### src/rdc_pkg.sv
// Package of register layouts, reset values and encodings for the bank.
`default_nettype none
package rdc_pkg;
  localparam logic [1:0] REG_PREDIV = 2'h0;
  localparam logic [1:0] REG_OE = 2'h1;
  localparam logic [1:0] REG_IO = 2'h2;
  localparam int PRI_BIT = 24;
  localparam int SETB_BIT = 22;
  localparam int ENB_BIT = 21;
  localparam int BYP_BIT = 20;
  localparam int RATIO_MSB = 19;
  localparam int RATIO_W = 20;
  localparam int OE_PIN_PULLDOWN_BIT = 5;
  localparam int OE_PIN_PULLUP_BIT = 4;
  localparam int OE_POL_BIT = 3;
  localparam int OE_SEL_BIT = 0;
  localparam int STUP_MSB = 7;
  localparam int STUP_LSB = 6;
  localparam int PP_MSB = 5;
  localparam int PP_LSB = 4;
  localparam int OD_MSB = 3;
  localparam int OD_LSB = 2;
  localparam int SDA_BIT = 1;
  localparam int SCL_BIT = 0;
  localparam logic [31:0] PREDIV_RST = 32'h0050_0000;
  localparam logic [31:0] PREDIV_MASK = 32'h017f_ffff;
  localparam logic [7:0] OE_RST = 8'h10;
  localparam logic [7:0] OE_MASK = 8'h39;
  localparam logic [7:0] IO_RST = 8'h2f;
  localparam logic [RATIO_W-1:0] RATIO_MIN = 20'h0_0002;
  localparam logic [RATIO_W-1:0] RATIO_ONE = 20'h0_0001;
  localparam logic [1:0] STUP_APLL = 2'h0;
  localparam logic [1:0] STUP_DPLL = 2'h1;
  localparam logic [1:0] STUP_NONE = 2'h2;
  typedef enum logic [1:0] {
    ST_HOLD = 2'h0,
    ST_LOCKED = 2'h1
  } rdc_gate_e;
endpackage : rdc_pkg
`default_nettype wire

### src/rdc_regs.sv
// Reference pre-divider and pin configuration register bank with effects.
`default_nettype none
// Overview of operation
// - Priority bit picks first or second level.
// - Equal priority: lowest numbered input wins.
// - Set control low holds divider in set.
// - Enable control low runs the divider.
// - Bypass feeds undivided reference onward.
// - Ratio in bits 19:0, minimum two.
// - Pull-down bit enables OE pin pull-down.
// - Pull-up bit enables OE pin pull-up.
// - Polarity bit sets OE active level.
// - Effect selector clear lets OE gate drivers.
// - Startup gating waits for chosen lock.
// - Push-pull strength drives three pads.
// - Open-drain strength drives two pads.
// - Serial data pin pull-up control.
// - Serial clock pin pull-up control.
module rdc_regs (
  input wire logic clk_i,
  input wire logic srst_i,
  input wire logic wr_en_i,
  input wire logic [1:0] addr_i,
  input wire logic [31:0] wdata_i,
  output logic [31:0] rdata_o,
  input wire logic ref_clk_i,
  input wire logic [3:0] ref_valid_i,
  input wire logic [3:1] peer_priority_i,
  output logic [1:0] sel_ref_o,
  output logic sel_valid_o,
  output logic div_clk_o,
  input wire logic oe_pin_i,
  input wire logic apll_lock_i,
  input wire logic dpll_lock_i,
  output logic out_enable_o,
  output logic oe_pin_pulldown_o,
  output logic oe_pin_pullup_o,
  output logic [1:0] push_pull_strength_o,
  output logic [1:0] open_drain_strength_o,
  output logic serial_data_pullup_o,
  output logic serial_clock_pullup_o,
  output logic ratio_err_o
);
  ////////////////////////////////////////////////////////////////////////////
  logic [31:0] prediv_ff;
  logic [7:0] oe_ff;
  logic [7:0] io_ff;
  logic [31:0] rdata_ff;
  logic [31:0] nxt_rdata;
  logic wr_prediv;
  logic wr_oe;
  logic wr_io;
  assign wr_prediv = wr_en_i && (addr_i == rdc_pkg::REG_PREDIV);
  assign wr_oe = wr_en_i && (addr_i == rdc_pkg::REG_OE);
  assign wr_io = wr_en_i && (addr_i == rdc_pkg::REG_IO);

  always_ff @(posedge clk_i)
  begin
    if (srst_i)
      prediv_ff <= rdc_pkg::PREDIV_RST;
    else if (wr_prediv)
      prediv_ff <= wdata_i & rdc_pkg::PREDIV_MASK;
  end

  always_ff @(posedge clk_i)
  begin
    if (srst_i)
      oe_ff <= rdc_pkg::OE_RST;
    else if (wr_oe)
      oe_ff <= wdata_i[7:0] & rdc_pkg::OE_MASK;
  end

  // Every bit of this register is writable, so no mask is applied.
  always_ff @(posedge clk_i)
  begin
    if (srst_i)
      io_ff <= rdc_pkg::IO_RST;
    else if (wr_io)
      io_ff <= wdata_i[7:0];
  end

  // Reads return the register one cycle after the address is presented.
  always_comb
  begin
    case (addr_i)
      rdc_pkg::REG_PREDIV: nxt_rdata = prediv_ff;
      rdc_pkg::REG_OE: nxt_rdata = {24'h00_0000, oe_ff};
      rdc_pkg::REG_IO: nxt_rdata = {24'h00_0000, io_ff};
      default: nxt_rdata = 32'h0000_0000;
    endcase
  end
  always_ff @(posedge clk_i)
  begin
    if (srst_i)
      rdata_ff <= 32'h0000_0000;
    else
      rdata_ff <= nxt_rdata;
  end
  assign rdata_o = rdata_ff;
  ////////////////////////////////////////////////////////////////////////////
  // Reference selection among inputs sharing this bank's priority scheme.
  logic own_pri;
  logic [3:0] pri;
  logic [1:0] nxt_sel;
  logic nxt_sel_valid;
  logic [1:0] sel_ff;
  logic sel_valid_ff;
  assign own_pri = prediv_ff[rdc_pkg::PRI_BIT];
  assign pri = {peer_priority_i, own_pri};
  logic [3:0] lvl0_hit;
  logic [3:0] lvl1_hit;
  assign lvl0_hit = ref_valid_i & ~pri;
  assign lvl1_hit = ref_valid_i & pri;

  always_comb
  begin
    nxt_sel = 2'h0;
    nxt_sel_valid = 1'b0;
    // Scan downward so the lowest numbered valid input of a level wins.
    for (int i = 3; i >= 0; i--)
    begin
      if (lvl0_hit[i])
      begin
        nxt_sel = 2'(i);
        nxt_sel_valid = 1'b1;
      end
    end
    if (!nxt_sel_valid)
    begin
      for (int i = 3; i >= 0; i--)
      begin
        if (lvl1_hit[i])
        begin
          nxt_sel = 2'(i);
          nxt_sel_valid = 1'b1;
        end
      end
    end
  end
  always_ff @(posedge clk_i)
  begin
    if (srst_i)
    begin
      sel_ff <= 2'h0;
      sel_valid_ff <= 1'b0;
    end
    else
    begin
      sel_ff <= nxt_sel;
      sel_valid_ff <= nxt_sel_valid;
    end
  end
  assign sel_ref_o = sel_ff;
  assign sel_valid_o = sel_valid_ff;
  ////////////////////////////////////////////////////////////////////////////
  // The reference is sampled as a level, so it must be well below clk_i.
  logic ref_s;
  logic ref_d_ff;
  logic ref_rise;
  logic [rdc_pkg::RATIO_W-1:0] ratio;
  logic [rdc_pkg::RATIO_W-1:0] cnt_ff;
  logic [rdc_pkg::RATIO_W-1:0] nxt_cnt;
  logic div_ff;
  logic nxt_div;
  logic out_ff;
  logic div_hold;
  logic div_run;
  logic bypass;
  rdc_sync2 u_ref_sync (
    .clk_i(clk_i),
    .srst_i(srst_i),
    .d_i(ref_clk_i),
    .q_o(ref_s)
  );
  assign ratio = prediv_ff[rdc_pkg::RATIO_MSB:0];
  assign div_hold = !prediv_ff[rdc_pkg::SETB_BIT];
  assign div_run = !prediv_ff[rdc_pkg::ENB_BIT];
  assign bypass = prediv_ff[rdc_pkg::BYP_BIT];
  assign ref_rise = ref_s && !ref_d_ff;

  logic ratio_ok;
  logic cnt_wrap;
  logic cnt_half;
  logic div_step;
  // A ratio below two would underflow the compare terms, so it never counts.
  assign ratio_ok = (ratio >= rdc_pkg::RATIO_MIN);
  assign cnt_wrap = (cnt_ff >= (ratio - rdc_pkg::RATIO_ONE));
  assign cnt_half = (cnt_ff == ((ratio >> 1) - rdc_pkg::RATIO_ONE));
  assign div_step = div_run && ref_rise && ratio_ok;

  // Counter counts reference edges; output toggles near half the ratio.
  always_comb
  begin
    nxt_cnt = cnt_ff;
    nxt_div = div_ff;
    if (div_hold)
    begin
      nxt_cnt = '0;
      nxt_div = 1'b1;
    end
    else if (div_step)
    begin
      if (cnt_wrap)
      begin
        nxt_cnt = '0;
        nxt_div = 1'b1;
      end
      else
      begin
        nxt_cnt = cnt_ff + rdc_pkg::RATIO_ONE;
        if (cnt_half)
          nxt_div = 1'b0;
      end
    end
  end

  always_ff @(posedge clk_i)
  begin
    if (srst_i)
      ref_d_ff <= 1'b0;
    else
      ref_d_ff <= ref_s;
  end

  always_ff @(posedge clk_i)
  begin
    if (srst_i)
      cnt_ff <= '0;
    else
      cnt_ff <= nxt_cnt;
  end

  always_ff @(posedge clk_i)
  begin
    if (srst_i)
      div_ff <= 1'b1;
    else
      div_ff <= nxt_div;
  end

  // Bypass skips the divider stage, so it leads the divided path by a cycle.
  always_ff @(posedge clk_i)
  begin
    if (srst_i)
      out_ff <= 1'b0;
    else
      out_ff <= bypass ? ref_s : div_ff;
  end

  assign div_clk_o = out_ff;

  // A ratio below the minimum is flagged unless bypass is set; division by one needs bypass.
  logic ratio_err_ff;
  always_ff @(posedge clk_i)
  begin
    if (srst_i)
      ratio_err_ff <= 1'b0;
    else
      ratio_err_ff <= !bypass && (ratio < rdc_pkg::RATIO_MIN);
  end
  assign ratio_err_o = ratio_err_ff;
  ////////////////////////////////////////////////////////////////////////////
  logic oe_s;
  logic apll_s;
  logic dpll_s;
  rdc_sync2 u_oe_sync (
    .clk_i(clk_i),
    .srst_i(srst_i),
    .d_i(oe_pin_i),
    .q_o(oe_s)
  );
  rdc_sync2 u_apll_sync (
    .clk_i(clk_i),
    .srst_i(srst_i),
    .d_i(apll_lock_i),
    .q_o(apll_s)
  );
  rdc_sync2 u_dpll_sync (
    .clk_i(clk_i),
    .srst_i(srst_i),
    .d_i(dpll_lock_i),
    .q_o(dpll_s)
  );
  // Startup gate: once the chosen lock is seen, it stays open until reset.
  rdc_pkg::rdc_gate_e gate_ff;
  rdc_pkg::rdc_gate_e nxt_gate;
  logic [1:0] stup;
  logic lock_seen;
  assign stup = io_ff[rdc_pkg::STUP_MSB:rdc_pkg::STUP_LSB];
  logic wait_apll;
  logic wait_dpll;
  logic no_wait;
  // The reserved startup code matches none of these and keeps the gate shut.
  assign wait_apll = (stup == rdc_pkg::STUP_APLL) && apll_s;
  assign wait_dpll = (stup == rdc_pkg::STUP_DPLL) && dpll_s;
  assign no_wait = (stup == rdc_pkg::STUP_NONE);
  assign lock_seen = wait_apll || wait_dpll || no_wait;

  always_comb
  begin
    case (gate_ff)
      rdc_pkg::ST_HOLD: nxt_gate = lock_seen ? rdc_pkg::ST_LOCKED
                                             : rdc_pkg::ST_HOLD;
      rdc_pkg::ST_LOCKED: nxt_gate = rdc_pkg::ST_LOCKED;
      default: nxt_gate = rdc_pkg::ST_HOLD;
    endcase
  end
  logic oe_active;
  logic oe_allows;
  logic out_en_ff;
  assign oe_active = oe_s ^ oe_ff[rdc_pkg::OE_POL_BIT];
  assign oe_allows = oe_ff[rdc_pkg::OE_SEL_BIT] || oe_active;

  always_ff @(posedge clk_i)
  begin
    if (srst_i)
      gate_ff <= rdc_pkg::ST_HOLD;
    else
      gate_ff <= nxt_gate;
  end

  always_ff @(posedge clk_i)
  begin
    if (srst_i)
      out_en_ff <= 1'b0;
    else
      out_en_ff <= (gate_ff == rdc_pkg::ST_LOCKED) && oe_allows;
  end

  assign out_enable_o = out_en_ff;
  ////////////////////////////////////////////////////////////////////////////
  // Pad controls come straight from the register flip-flops.
  assign oe_pin_pulldown_o = oe_ff[rdc_pkg::OE_PIN_PULLDOWN_BIT];
  assign oe_pin_pullup_o = oe_ff[rdc_pkg::OE_PIN_PULLUP_BIT];
  assign push_pull_strength_o = io_ff[rdc_pkg::PP_MSB:rdc_pkg::PP_LSB];
  assign open_drain_strength_o = io_ff[rdc_pkg::OD_MSB:rdc_pkg::OD_LSB];
  assign serial_data_pullup_o = io_ff[rdc_pkg::SDA_BIT];
  assign serial_clock_pullup_o = io_ff[rdc_pkg::SCL_BIT];
endmodule : rdc_regs
`default_nettype wire

### src/rdc_sync2.sv
// Two-stage synchroniser for one asynchronous pin level.
`default_nettype none
module rdc_sync2 (
  input wire logic clk_i,
  input wire logic srst_i,
  input wire logic d_i,
  output logic q_o
);
  logic meta_ff;
  logic q_ff;
  always_ff @(posedge clk_i)
  begin
    if (srst_i)
    begin
      meta_ff <= 1'b0;
      q_ff <= 1'b0;
    end
    else
    begin
      meta_ff <= d_i;
      q_ff <= meta_ff;
    end
  end
  assign q_o = q_ff;
endmodule : rdc_sync2
`default_nettype wire

### config.mk
export PLATFORM = sky130hd
export DESIGN_NAME = rdc_regs
export DESIGN_NICKNAME = d
export VERILOG_FILES = /design/src/rdc_pkg.sv /design/src/rdc_regs.sv /design/src/rdc_sync2.sv
export SDC_FILE = /design/constraint.sdc
export NUM_CORES = 1
export LEC_CHECK = 0
export ABC_AREA = 1
export BUFFER_PORTS_ARGS = -buffer_cell sky130_fd_sc_hd__buf_4
export CAP_MARGIN = 20
export CORE_UTILIZATION = 50
export DETAILED_ROUTE_END_ITERATION = 10
export PLACE_DENSITY_LB_ADDON = 0.08
export SLEW_MARGIN = 10
export SYNTH_ARGS = -nofsm -noshare
export SYNTH_HDL_FRONTEND = slang
export SYNTH_HIERARCHICAL = 1
export SYNTH_SLANG_ARGS = --single-unit
### constraint.sdc
create_clock -name clk_i -period 3.5 [get_ports clk_i]
set_clock_uncertainty 0.1 [all_clocks]
set_input_delay 0.175 -clock clk_i [delete_from_list [all_inputs] [get_ports clk_i]]
set_output_delay 0.175 -clock clk_i [all_outputs]
set_load 0.01 [all_outputs]
==> results by group <==
Outcome
  – Status: finished, final reports clean

Setup path
  – Flop2flop setup slack: 0.38 ns
  – Crit Path Category: reg2reg
  – Startpoint types: flip-flop
  – CP required: 3.69 ns
  – Worst setup EP type: flip-flop
  – Number of buffers and inverters on the critical path: 4
  – Worst r2r path cells: 19
  – Worst EP arrival: 3.30 ns
  – CP Max Fanout: 14
  – CP Depth: 19
  – Worst path slowest cell: dfxtp_1
  – Critical-path cell list: inv_2 > ha_1 > nand2_1 > inv_1 > nand4_1 > nand3_1 > xor2_1 > inv_1 > ha_1 > a21oi_1 > nor2_1 > nor2_1 > nand3_1 > a21oi_1 > nand2_1 > nand2_2 > nand2_4 > inv_1 > nand2_1
  – Crit path max-delay family: simple AND/OR/NAND/NOR gates
  – Max stage delay on crit path: 0.37 ns

Die
  – Die footprint: 11380 um2
  – Chip Width: around 110 um
  – Die Height: 106.7 um
  – # rows: 37
  – Placeable Area: 10460 um2
  – Num ports: 94
  – Starting Density: 52.34%

Finish
  – P&R area growth vs syn: 20.56%
  – Most frequent cells in the layout: nand2_1 (181), inv_1 (104), dfxtp_1 (97)
  – Commonest non-fill, non-tap cell in the layout: nand2_1
  – Fin nets: 960
  – # diodes: 0
  – Layout cell share with drive strength beyond 1: 14.13%

Logic synthesis
  – Post-Syn Area per Cell: 6.968 um2
  – Post-synth top flop: dfxtp_1
  – Synth warnings: 6
  – Netlist Area Pre-Place: 5477 um2
  – Synth Register Bits: 97
  – Synth cell types: 37
  – Number of synthesized flops with an enable pin: 0
  – Ys async rst share: 0%
  – Post-Synthesis Cells: 786
  – Seq/Total Area, Yosys: 35.46%

Routing
  – WL final: ~15 mm
  – Iter 0 DRT Violations: between 300 and 400
  – DR pass1 iterations: 5
  – Drc violations: 0
  – Post-DRT Antenna Nets: 0
  – DR WL/cell: 14.91 um
  – Via count: 5368
  – Vias per inst: 5.222

Power
  – Seq pwr share: 47.4%
  – PwrDens: 375.3 nW/um2
  – Combinational share of power: 23.3%
  – Pwr Total: 2478 uW
  – Clk pwr share: between 20% and 30%
  – LEAKAGE: 0.003115 uW
  – Switching Fraction: between 30 and 40%
  – Cell Int Power: approximately 1700 uW
  – Psw: 822.6 uW
  – VDD IR max: approximately 330 uV

STA
  – Min Tclk post-route: 3.116 ns
  – RSZ-0062 raised after global routing: false
  – Max-slew headroom: between 60% and 70%
  – Min Hold Slack: 0.03432 ns
  – Setup tns final: 0 ns
  – Pins Over Slew Limit: 0
  – Fmax: 0.3209 GHz
  – Final setup fails: 0
  – Tcrit/Tclk final: about nine tenths
  – Final hold vios: 0
  – Slew @ Worst Pin: 0.5930 ns

Clocking
  – Num Clock Sinks: 97
  – Longest Clk Path Bufs: 2
  – CTS tree: built
  – Clock root buffer: clkbuf_8
  – H-Tree Depth: 3
  – Clock-pin slew on the worst setup and hold paths: 0.10 ns
  – Inserted Clock Buffers: 9
  – Clk Latency, worst-skew pair: roughly 0.39 ns

Min path
  – Worst Hold Depth: 3
  – Hold Path Class: in2reg

Global route
  – Total track usage: between 20 and 30%
  – Vias in the first global route: 5059
  – GR Overflow Total: 0
  – First-pass GRT wire length: 24.68 mm
  – Initial antenna violation count: 0
  – Largest net degree at the start of global routing: 43

Place
  – Routability congestion estimate from global placement: approximately 0.9
  – Hpwl dp: about 12 mm
  – IO Port Bufs: 77

Job
  – Max-cap violations: 0
-- layout make-up --
class,instances,area (um2)
clock buffer,11,141.4
clock inverter,5,45.04
fill,977,3860
inverter,107,401.6
multi-input combinational,560,2992
sequential,97,1942
tap,136,170.2
timing repair buffer,112,910.9
-- cells by family after synthesis --
kind of cell    count (synthesis)  synth area share (%)
simple gates                  381                 31.25
buf+inv                       136                 10.44
compound gates                104                 10.35
flops                          97                 35.46
xor+xnor                       42                 6.717
fa+ha+maj                      25                 5.712
other cells                     1               0.06847
-- cells in the mapped netlist, drive strengths merged, types with 13 or more instances --
cell    count  area, um2
nand4      16      115.1
o21ai      41      205.2
nand3      43      227.7
dfxtp      97       1942
nor2      101      430.4
ha         25      312.8
nand2     186      725.7
xor2       33      289.0
inv       107      401.6
nor3       26      145.1
a21oi      53      280.3
clkbuf     13      48.80
buf        16      121.4
-- through the flow --
| step | instances | area [um2] | utilization (%) | setup slack (ns) |
|---|---|---|---|---|
| floorplan | 793 | 5503 | - | 0.5439 |
| global route | 1028 | 6603 | 63.11 | 0.05271 |
| CTS | 1028 | 6600 | 63.08 | 0.1995 |
| finish | 1028 | 6603 | 63.11 | 0.3842 |
| global placement | 984 | 6133 | 58.62 | 0.2909 |
| detailed placement | 984 | 6133 | 58.62 | 0.2089 |
-- state kept, by name, indices dropped and copies added (netlist names), 2 cells and up --
name / cells
cnt_ff: 20
prediv_ff: 24
oe_ff: 4
sel_ref_o: 2
io_ff: 8
rdata_o: 24
-- worst reg2reg max path: cells and delay by family, from the launching register on --
| family | cells | cell delay (ns) |
|---|---|---|
| AOI/OAI and AO/OA | 2 | 0.35 |
| xor gates and xnor gates | 1 | 0.17 |
| adders and majority gates | 2 | 0.47 |
| buffers and inverters | 4 | 0.55 |
| DFF | 1 | 0.37 |
| and+or+nand+nor | 10 | 1.03 |
-- power by group through the flow --
stage | sequential [uW] | combinational, uW | clock (uW)
after floorplan | 1200 | 384 | 0
after global placement | 1200 | 536 | 0
after detailed placement | 1200 | 548 | 0
after CTS | 1170 | 575 | 739
after global routing | 1180 | 650 | 783
final | 1180 | 577 | 725
-- path summary, 6_finish.rpt --
check / from / end
max: prediv_ff[1] / div_ff
min reg2reg: u_apll_sync/meta_ff / u_apll_sync/q_o
min: wdata_i[18] / prediv_ff[18]
max reg2reg: prediv_ff[1] / div_ff
-- metal layers --
layer	global-route usage [%]	share of wire (%)
met4	8.219	1.8
met3	5.471	4.2
met2	49.40	49
met5	0	0
met1	34.94	45
-- repair_timing --
action                                  4_1_cts  5_1_grt
buffers inserted                              0        0
endpoints found under the setup margin        0       20
hold buffers                                 28        0
hold endpoints to repair                     38        0
resized for setup                             0        2
Note: power is estimated with default switching activity, not from simulation.
